## src/logic/wdt_pkg.sv

```systemverilog
// Package for the watchdog timer: register map, field layout, reset values, counts.
// Assumes a classic Wishbone slave with 32-bit data and word-aligned registers.
package wdt_pkg;
	localparam int          ADDR_W          = 4;
	localparam logic [3:0]  OFS_PROTECT     = 4'h0;
	localparam logic [3:0]  OFS_CLOCK_CFG   = 4'h4;
	localparam logic [3:0]  OFS_CONTROL     = 4'h8;
	localparam logic [3:0]  OFS_IRQ_STATUS  = 4'hC;
	localparam logic [3:0]  OFS_IRQ_MASK    = 4'h0;
	localparam logic [15:0] PROTECT_UNLOCK  = 16'h0096;
	localparam logic [3:0]  RUN_STOP_VALUE  = 4'ha;
	localparam logic [3:0]  RUN_READ_VALUE  = 4'h0;
	localparam int          CNT_W           = 10;
	localparam int          PRESCALE_W      = 14;
	// Clock config fields
	localparam int          CFG_SRC_LSB     = 0;
	localparam int          CFG_DIV_LSB     = 4;
	localparam int          CFG_DBG_BIT     = 8;
	// Control fields
	localparam int          CTL_RUN_LSB     = 0;
	localparam int          CTL_CLR_BIT     = 4;
	localparam int          CTL_NMI_FLAG    = 8;
	localparam int          CTL_ACTION_BIT  = 9;
	// Interrupt status bits
	localparam int          IRQ_W           = 2;
	localparam int          IRQ_OVF_BIT     = 0;
	localparam int          IRQ_NMI_BIT     = 1;
	// Source select codes
	localparam logic [1:0]  SRC_DIRECT      = 2'h3;
	localparam logic [1:0]  SRC_FIXED128    = 2'h1;
	localparam int          FIXED_DIV_LOG2  = 7;
	localparam int          BASE_DIV_LOG2   = 11;
endpackage : wdt_pkg

```

## src/logic/wdt_top.sv

```systemverilog
// Watchdog timer top: Wishbone register file, key protection, counter, reset/NMI output.
// Assumes source ticks and debug flag are synchronous one-cycle enables / levels on clk_i.
module wdt_top
	import wdt_pkg::*;
(
	input  wire logic              clk_i,
	input  wire logic              rst_i,
	input  wire logic              wb_cyc_i,
	input  wire logic              wb_stb_i,
	input  wire logic              wb_we_i,
	input  wire logic [ADDR_W-1:0] wb_adr_i,
	input  wire logic [3:0]        wb_sel_i,
	input  wire logic [31:0]       wb_dat_i,
	output logic      [31:0]       wb_dat_o,
	output logic                   wb_ack_o,
	input  wire logic [3:0]        src_tick_i,
	input  wire logic              cpu_debug_i,
	output logic                   sys_reset_o,
	output logic                   nmi_o,
	output logic                   irq_o
);
	logic [15:0]      protect_key_field_reg;
	logic [1:0]       counter_source_select_reg;
	logic [1:0]       counter_divider_select_reg;
	logic             debug_keep_running_reg;
	logic             timeout_action_select_reg;
	logic             timeout_nmi_flag_reg;
	logic [3:0]       run_stop_key_reg;
	logic [CNT_W-1:0] count_reg;
	logic [IRQ_W-1:0] irq_status_reg;
	logic [IRQ_W-1:0] irq_mask_reg;
	logic [31:0]      rd_data;
	wire              access;
	wire              wr;
	wire              wr_lo;
	wire              wr_hi;
	wire              unlocked;
	wire              hit_protect;
	wire              hit_cfg;
	wire              hit_ctl;
	wire              hit_status;
	wire              counter_clear;
	wire              running;
	wire              gate;
	wire              tick;
	wire              overflow;
	wire [IRQ_W-1:0]  irq_events;
	wire [3:0]        run_read;

	assign access      = wb_cyc_i && wb_stb_i && !wb_ack_o;
	assign wr          = access && wb_we_i;
	assign wr_lo       = wr && wb_sel_i[0];
	assign wr_hi       = wr && wb_sel_i[1];
	assign hit_protect = (wb_adr_i == OFS_PROTECT) && (OFS_PROTECT == 4'h0);
	assign hit_cfg     = (wb_adr_i == OFS_CLOCK_CFG);
	assign hit_ctl     = (wb_adr_i == OFS_CONTROL);
	assign hit_status  = (wb_adr_i == OFS_IRQ_STATUS);
	assign unlocked    = (protect_key_field_reg == PROTECT_UNLOCK);
	assign counter_clear = unlocked && hit_ctl && wr_lo && wb_dat_i[CTL_CLR_BIT];
	assign running     = (run_stop_key_reg != RUN_STOP_VALUE);
	assign gate        = running && (debug_keep_running_reg || !cpu_debug_i);
	assign overflow    = tick && (count_reg == {CNT_W{1'b1}}) && !counter_clear;
	assign irq_events  = {overflow && timeout_action_select_reg, overflow};
	assign run_read    = running ? RUN_READ_VALUE : run_stop_key_reg;

	always_comb begin
		rd_data = 32'h0000_0000;
		if (hit_protect)
			rd_data[15:0] = protect_key_field_reg;
		else if (hit_cfg) begin
			rd_data[CFG_SRC_LSB +: 2] = counter_source_select_reg;
			rd_data[CFG_DIV_LSB +: 2] = counter_divider_select_reg;
			rd_data[CFG_DBG_BIT]      = debug_keep_running_reg;
		end else if (hit_ctl) begin
			rd_data[CTL_RUN_LSB +: 4]  = run_read;
			rd_data[CTL_NMI_FLAG]      = timeout_nmi_flag_reg;
			rd_data[CTL_ACTION_BIT]    = timeout_action_select_reg;
		end else if (hit_status) begin
			rd_data[IRQ_W-1:0]      = irq_status_reg;
			rd_data[16 +: IRQ_W]    = irq_mask_reg;
		end
	end

	wdt_prescaler u_prescaler (
		.clk_i      (clk_i),
		.rst_i      (rst_i),
		.src_tick_i (src_tick_i),
		.src_sel_i  (counter_source_select_reg),
		.div_sel_i  (counter_divider_select_reg),
		.gate_i     (gate),
		.tick_o     (tick)
	);

	// Bus slave: one wait state, unmapped reads return zero, writes ignored
	always_ff @(posedge clk_i) begin
		if (rst_i) begin
			wb_ack_o <= 1'b0;
			wb_dat_o <= 32'h0000_0000;
		end else begin
			wb_ack_o <= access;
			wb_dat_o <= access ? rd_data : 32'h0000_0000;
		end
	end

	always_ff @(posedge clk_i) begin
		if (rst_i) begin
			protect_key_field_reg <= 16'h0000;
		end else if (hit_protect) begin
			if (wr_lo)
				protect_key_field_reg[7:0] <= wb_dat_i[7:0];
			if (wr_hi)
				protect_key_field_reg[15:8] <= wb_dat_i[15:8];
		end
	end

	always_ff @(posedge clk_i) begin
		if (rst_i) begin
			counter_source_select_reg  <= 2'h0;
			counter_divider_select_reg <= 2'h0;
			debug_keep_running_reg     <= 1'b0;
		end else if (unlocked && hit_cfg) begin
			if (wr_lo) begin
				counter_source_select_reg  <= wb_dat_i[CFG_SRC_LSB +: 2];
				counter_divider_select_reg <= wb_dat_i[CFG_DIV_LSB +: 2];
			end
			if (wr_hi)
				debug_keep_running_reg <= wb_dat_i[CFG_DBG_BIT];
		end
	end

	always_ff @(posedge clk_i) begin
		if (rst_i) begin
			run_stop_key_reg          <= RUN_STOP_VALUE;
			timeout_action_select_reg <= 1'b0;
		end else if (unlocked && hit_ctl) begin
			if (wr_lo)
				run_stop_key_reg <= wb_dat_i[CTL_RUN_LSB +: 4];
			if (wr_hi)
				timeout_action_select_reg <= wb_dat_i[CTL_ACTION_BIT];
		end
	end

	always_ff @(posedge clk_i) begin
		if (rst_i)
			count_reg <= '0;
		else if (counter_clear)
			count_reg <= '0;
		else if (tick)
			count_reg <= count_reg + CNT_W'(1);
	end

	always_ff @(posedge clk_i) begin
		if (rst_i) begin
			sys_reset_o <= 1'b0;
			nmi_o       <= 1'b0;
		end else begin
			sys_reset_o <= overflow && !timeout_action_select_reg;
			nmi_o       <= overflow && timeout_action_select_reg;
		end
	end

	always_ff @(posedge clk_i) begin
		if (rst_i)
			timeout_nmi_flag_reg <= 1'b0;
		else if (overflow && timeout_action_select_reg)
			timeout_nmi_flag_reg <= 1'b1;
		else if (counter_clear)
			timeout_nmi_flag_reg <= 1'b0;
	end

	// Sticky status, write one clears, new event wins over the clear
	genvar gi;
	generate
		for (gi = 0; gi < IRQ_W; gi++) begin : g_irq
			always_ff @(posedge clk_i) begin
				if (rst_i)
					irq_status_reg[gi] <= 1'b0;
				else if (irq_events[gi])
					irq_status_reg[gi] <= 1'b1;
				else if (wr_lo && hit_status && wb_dat_i[gi])
					irq_status_reg[gi] <= 1'b0;
			end
			always_ff @(posedge clk_i) begin
				if (rst_i)
					irq_mask_reg[gi] <= 1'b0;
				else if (wr && wb_sel_i[2] && hit_status)
					irq_mask_reg[gi] <= wb_dat_i[16 + gi];
			end
		end
	endgenerate

	always_ff @(posedge clk_i) begin
		if (rst_i)
			irq_o <= 1'b0;
		else
			irq_o <= |(irq_status_reg & irq_mask_reg);
	end
endmodule : wdt_top

```

## src/logic/wdt_prescaler.sv

```systemverilog
// Counter clock prescaler: selects a source tick and divides it by a power of two.
// Assumes source ticks are one-cycle enables already on clk_i.
module wdt_prescaler
	import wdt_pkg::*;
(
	input  wire logic       clk_i,
	input  wire logic       rst_i,
	input  wire logic [3:0] src_tick_i,
	input  wire logic [1:0] src_sel_i,
	input  wire logic [1:0] div_sel_i,
	input  wire logic       gate_i,
	output logic            tick_o
);
	logic [PRESCALE_W-1:0] div_reg;
	logic [PRESCALE_W-1:0] div_next;
	logic [PRESCALE_W-1:0] limit;
	wire                   src_tick;
	wire                   wrap;
	assign src_tick = src_tick_i[src_sel_i];
	// Ratio per source: direct, fixed 1/128, or 1/2048 scaled by the divider field
	assign limit = (src_sel_i == SRC_DIRECT) ? '0 :
		(src_sel_i == SRC_FIXED128) ? PRESCALE_W'((1 << FIXED_DIV_LOG2) - 1) :
		PRESCALE_W'((1 << (BASE_DIV_LOG2 + int'(div_sel_i))) - 1);
	assign wrap     = (div_reg >= limit);
	assign div_next = wrap ? '0 : div_reg + PRESCALE_W'(1);
	always_ff @(posedge clk_i) begin
		if (rst_i) begin
			div_reg <= '0;
			tick_o  <= 1'b0;
		end else begin
			tick_o <= 1'b0;
			if (gate_i && src_tick) begin
				div_reg <= div_next;
				tick_o  <= wrap;
			end
		end
	end
endmodule : wdt_prescaler

```

## config.mk

```make
export PLATFORM = sky130hd
export DESIGN_NAME = wdt_top
export DESIGN_NICKNAME = d
export VERILOG_FILES = /design/src/logic/wdt_pkg.sv /design/src/logic/wdt_top.sv /design/src/logic/wdt_prescaler.sv
export SDC_FILE = /design/constraint.sdc
export NUM_CORES = 1
export LEC_CHECK = 0
export ABC_CLOCK_PERIOD_IN_PS = 2800
export BUFFER_PORTS_ARGS = -buffer_cell sky130_fd_sc_hd__buf_2
export CORE_AREA = 2 2 117 74
export CTS_CLUSTER_DIAMETER = 60
export DETAILED_ROUTE_END_ITERATION = 16
export DIE_AREA = 0 0 119 76
export PLACE_DENSITY = 0.81
export SLEW_MARGIN = 30
export SYNTH_ARGS = -nofsm -noshare
export SYNTH_HDL_FRONTEND = slang
export SYNTH_SLANG_ARGS = --single-unit
```

## constraint.sdc

```tcl
create_clock -name clk_i -period 2.8 [get_ports clk_i]
set_input_delay 0.42 -clock clk_i [delete_from_list [all_inputs] [get_ports clk_i]]
set_output_delay 0.42 -clock clk_i [all_outputs]
set_load 0.02 [all_outputs]
```

## Yosys cells after proc, flatten, opt, wreduce, memory -nomap -nowiden

Cells that the tools add are included.

| operators by class | value |
|---|---|
| add/sub/neg operators | 4 |
| order comparisons | 2 |
| equality and inequality tests | 8 |
| shift-type cells | 1 |
| mux-type cells | 23 |
| bitwise operators | 5 |
| reductions and logical operators | 41 |

Operator list:

| operator | count |
|---|---|
| 14-bit two-way mux | 3 |
| 1-bit by 32-bit << shifter with 14-bit output (first input constant) | 1 |
| 1-bit logical AND | 20 |
| 16-bit by 8-bit == test with 1-bit output (second input constant) | 1 |
| 2-bit two-way mux | 8 |
| 14-bit by 1-bit adder with 14-bit output (second input constant) | 1 |
| 14-bit greater-or-equal comparator | 1 |
| 14-bit by 2-bit subtractor with 14-bit output (second input constant) | 1 |
| 2-bit AND reduction | 6 |
| 10-bit by 1-bit adder with 10-bit output (second input constant) | 1 |
| 10-bit == test (second input constant) | 1 |
| 1-bit two-way mux | 9 |
| 4-bit == test (second input constant) | 2 |
| 2-bit OR reduction | 4 |
| 6-bit two-way mux | 1 |
| 2-bit nonzero test | 3 |
| 6-bit OR reduction | 1 |
| 4-bit by 2-bit adder with 5-bit output (first input constant) | 1 |
| 4-bit by 3-bit == test with 1-bit output (second input constant) | 1 |
| 1-bit zero test | 4 |
| 4-bit zero test | 1 |
| 4-bit two-way mux | 1 |
| 4-bit != test (second input constant) | 1 |
| 1-bit NOT | 4 |
| 7 further kinds | 7 |

| storage, ports and cells | value |
|---|---|
| flip-flop bits (word level) | 92 |
| output and inout bits | 36 |

## Depth between registers and ports, before layout

| logic depth | value |
|---|---|
| depth after elaboration | 10 |
| mapped depth | 10 |

## By module

From an unflattened synthesis, not the netlist that was laid out.

| second synthesis, totals | value |
|---|---|
| cell total of the unflattened synthesis | 392 |
| area, all modules | 3,756.1 um^2 |

Modules (own cells, without submodules):

| module | times used | cells an instance | area each (um^2) | seq. area each (um^2) |
|---|---|---|---|---|
| wdt_top | 1 | 269 | 2,663.8 | 1,261.2 |
| wdt_prescaler | 1 | 123 | 1,092.3 | 300.3 |

## Worst setup path after synthesis

OpenSTA, ideal clock, no wires.

| timing path | value |
|---|---|
| path type | flip-flop to flip-flop |
| from | register counter_source_select_reg[0] |
| to | register u_prescaler.div_reg[10] |
| data arrival time | 2,078 ps |
| data required time | 2,668 ps |
| slack | 590 ps |
| stages on the path, launching flop included | 10 |
| buffers on the path | 2 |
| cells stage by stage | dfxtp_1 > buf_4 > or2_2 > ha_1 > nand2_1 > o21ai_0 > or3b_2 > a31oi_2 > buf_6 > nor3_1 |

| between the ends | value |
|---|---|
| word-level cells in the longest chain between the ends | 5 |
| elaborated cells between the ends (all ways) | 9 |
| classes of those cells | 1 x order compare; 2 x eq/ne; 5 x mux; 1 x reduce/logical |

RTL lines:

| item | line | text |
|---|---|---|
| from (decl) | wdt_top.sv:23 | `logic [1:0] counter_source_select_reg;` |
| from (signal assigned) | wdt_top.sv:123 | `counter_source_select_reg <= wb_dat_i[CFG_SRC_LSB +: 2];` |
| 2-bit by 1-bit == test with 1-bit output | wdt_prescaler.sv:22 | `(src_sel_i == SRC_FIXED128) ? PRESCALE_W'((1 << FIXED_DIV_LOG2) - 1) :` |
| 14-bit two-way mux | wdt_prescaler.sv:22 |  |
| 14-bit two-way mux | wdt_prescaler.sv:21 | `assign limit = (src_sel_i == SRC_DIRECT) ? '0 :` |
| 14-bit greater-or-equal comparator | wdt_prescaler.sv:24 | `assign wrap = (div_reg >= limit);` |
| 14-bit two-way mux | wdt_prescaler.sv:25 | `assign div_next = wrap ? '0 : div_reg + PRESCALE_W'(1);` |
| to (signal assigned) | wdt_prescaler.sv:33 | `div_reg <= div_next;` |
| to (decl) | wdt_prescaler.sv:14 | `logic [PRESCALE_W-1:0] div_reg;` |

Parallel ways exist; a longest one is shown, timed or not. The select of a mux whose other input is x is not followed.
A chain may end at the register's enable or synchronous reset.

## Final worst setup path

| timing path | value |
|---|---|
| from | register counter_source_select_reg[0] |
| to | register u_prescaler.div_reg[7] |

Same word-level chain as after synthesis.

==> metrics <==
first-pass GRT wire length=~14,000 microns; clk root buf=clkbuf_16; Residual DRC=0; outcome=complete, no violations; RSZ-0062 raised after global routing=false; count leader, synth=dfxtp_1; WHS=0.3187 ns; ANT cells=0; I/O pins=86; reg2reg start=counter_source_select_reg[0]; WL final=8132 microns; clock sinks=78; All-Layer GR Usage=0.1923; post-synth top area share=0.4265; CTS tree=done; layout cells sized above 1=0.2076; Via density=5.132; hold path cells=3; Area contributors post-synth=dfxtp_1, mux2i_1, nor2_1; Starting Density=0.4520; largest net degree at the start of global routing=42; Setup crit start kind=flop; main flop type after synthesis=dfxtp_1; Reg2Reg Depth=9; clock tree buffer depth=2; Core Rows=26; worst hold path endpoint=protect_key_field_reg[10]; worst hold path class=input pin to flop; P&R area growth vs syn=17.81%; Max Clk Rate=between 0.4 and 0.5 GHz; later-pin clock latency in the skew report=0.34 ns; pwr dens=570.7 nW/um^2; final setup fails=0; HP Start=wb_dat_i[10]; CP max FO=14; Design Power=2.461 mW; clock skew=a little under 0.009 ns; initial DRC count=203; area of the die=between 9000 and 10,000 sq um; DP HPWL=between 6000 and 7000 microns; Wirelength per Cell=14.52 microns; yosys warns=0; vias in the first global route=2,841; Hold Fails Final Rpt=0; Routed Antenna Nets=0; CTS buffer count=9; Pleak=roughly 2.0 nW; post-synth top area cell=dfxtp_1; Max VDD drop=0.0003342 V; most frequent cells after synthesis=dfxtp_1, nor2_1, mux2i_1; Synth Instances=387; Seq/Total Area, Yosys=0.4265; RD Place Congestion=0.8048; Port Buffer Count=56; MaxCap Viol Count=0; core area=a little over 8000 sq um; Slew headroom=0.4841; Final nets=510; via count=2,874; CTS Hold Bufs=0; pins over their slew limit=0; setup TNS=0 ns; async set-reset flop share out of synthesis=0; worst flop-to-flop path endpoint=u_prescaler.div_reg[7]; Die H=76 microns; Critical Path AT=2.68 ns; period utilisation layout=0.8664; crit path kind=flop to flop; clock slew at the register clock pins of the worst setup and hold paths=0.06 ns; Pre-antenna DRT Iters=4; Post-Syn Area=3661 sq um; Largest register FFs=18; crit path time final=2.426 ns; worst slew pin tran=0.7713 ns; final global-route overflow total=0; H-tree depth=3; postcts setup bufs=0; Req. time, crit path=3.05 ns; synth unique cells=51; r2r setup slk=0.37 ns; syn_area_per_cell=9.460 sq um; Die W=between 100 and 150 microns; Synth Register Bits=78; cts repair resizes=0; CP Capture Type=flop; Post-synth EDFFs=0; antenna violations before repair=1
how the worst max path moves through the flow:
stage,to,slack (ns),startpoint
floorplan,u_prescaler.div_reg[10],0.59,counter_source_select_reg[0]
global placement,u_prescaler.tick_o,0.52,counter_source_select_reg[0]
detailed placement,u_prescaler.tick_o,0.43,counter_source_select_reg[0]
CTS,u_prescaler.div_reg[3],0.39,counter_source_select_reg[0]
global route,u_prescaler.div_reg[6],0.20,counter_source_select_reg[0]
finish,u_prescaler.div_reg[7],0.37,counter_source_select_reg[0]
worst max-delay path: stages, from the launching register on:
cell and delay (ns):
dfxtp_1 0.56, nand2_1 0.14, inv_1 0.21, ha_1 0.29, a21oi_1 0.17, nor2_1 0.07
o31ai_1 0.35, a31oi_2 0.13, buf_4 0.21, nor3_1 0.21
cells in the final DEF (no fill, tap or decap), types with 2 or more instances in the layout:
| cell type | instances |
|---|---|
| nor2_1 | 59 |
| and4_1 | 3 |
| dfxtp_1 | 78 |
| clkinv_2 | 2 |
| inv_1 | 12 |
| nor3_1 | 24 |
| a211oi_1 | 2 |
| mux2i_1 | 34 |
| xor2_1 | 7 |
| nand4_2 | 2 |
| o21ai_0 | 3 |
| a21oi_1 | 10 |
| buf_2 | 56 |
| ha_1 | 17 |
| nand2_1 | 23 |
| nand3_1 | 9 |
| clkbuf_16 | 9 |
| and4b_1 | 2 |
| conb_1 | 16 |
| nor4_1 | 2 |
| buf_4 | 4 |
| nor4_4 | 2 |
| and3_1 | 15 |
| clkinvlp_4 | 2 |
| nand4_1 | 9 |
| nand3_2 | 2 |
| bufinv_16 | 2 |
| nand2b_1 | 4 |
| xnor2_1 | 14 |
layer usage:
layer  wire [microns]  up-vias  global-route usage
li1                 -     1423                   -
met1             3712     1333              0.2449
met2             3668       99              0.3011
met3              552       17             0.06138
met4              188        2             0.08214
met5               11        -                   0
final cells by class:
| cell class | count | area, sq um |
|---|---|---|
| inverter | 12 | 45.04 |
| tap | 112 | 140.1 |
| fill | 705 | 3787 |
| clock buffer | 10 | 239.0 |
| clock inverter | 6 | 85.08 |
| sequential | 78 | 1562 |
| multi-input combinational | 282 | 1932 |
| timing repair buffer | 60 | 310.3 |
power breakdown:
part / internal, mW / switching [mW] / total [mW]
combinational: 0.0319 / 0.0706 / 0.102
sequential: 1.11 / 0.00112 / 1.11
clock: 0.800 / 0.446 / 1.25
total: 1.94 / 0.518 / 2.46
through the flow:
step                      setup slack (ns)    util  area [sq um]  cells
after floorplan                     0.5898       -          3714    401
after global placement              0.5228  0.4924          3989    544
after detailed placement            0.4342  0.4924          3989    544
after CTS                           0.3914  0.5324          4313    560
after global routing                0.2035  0.5324          4313    560
final                               0.3739  0.5324          4313    560
cells by family after synthesis:
group,share of synthesized area
AND/OR/NAND/NOR,0.2509
flip-flops,0.4265
buffers and inverters,0.06015
multiplexers,0.09911
AO/OA/AOI/OAI,0.05298
XOR/XNOR,0.05024
adder cells (fa/ha/maj),0.05810
other,0.002051
No activity file was read; power rests on OpenSTA's default activity.
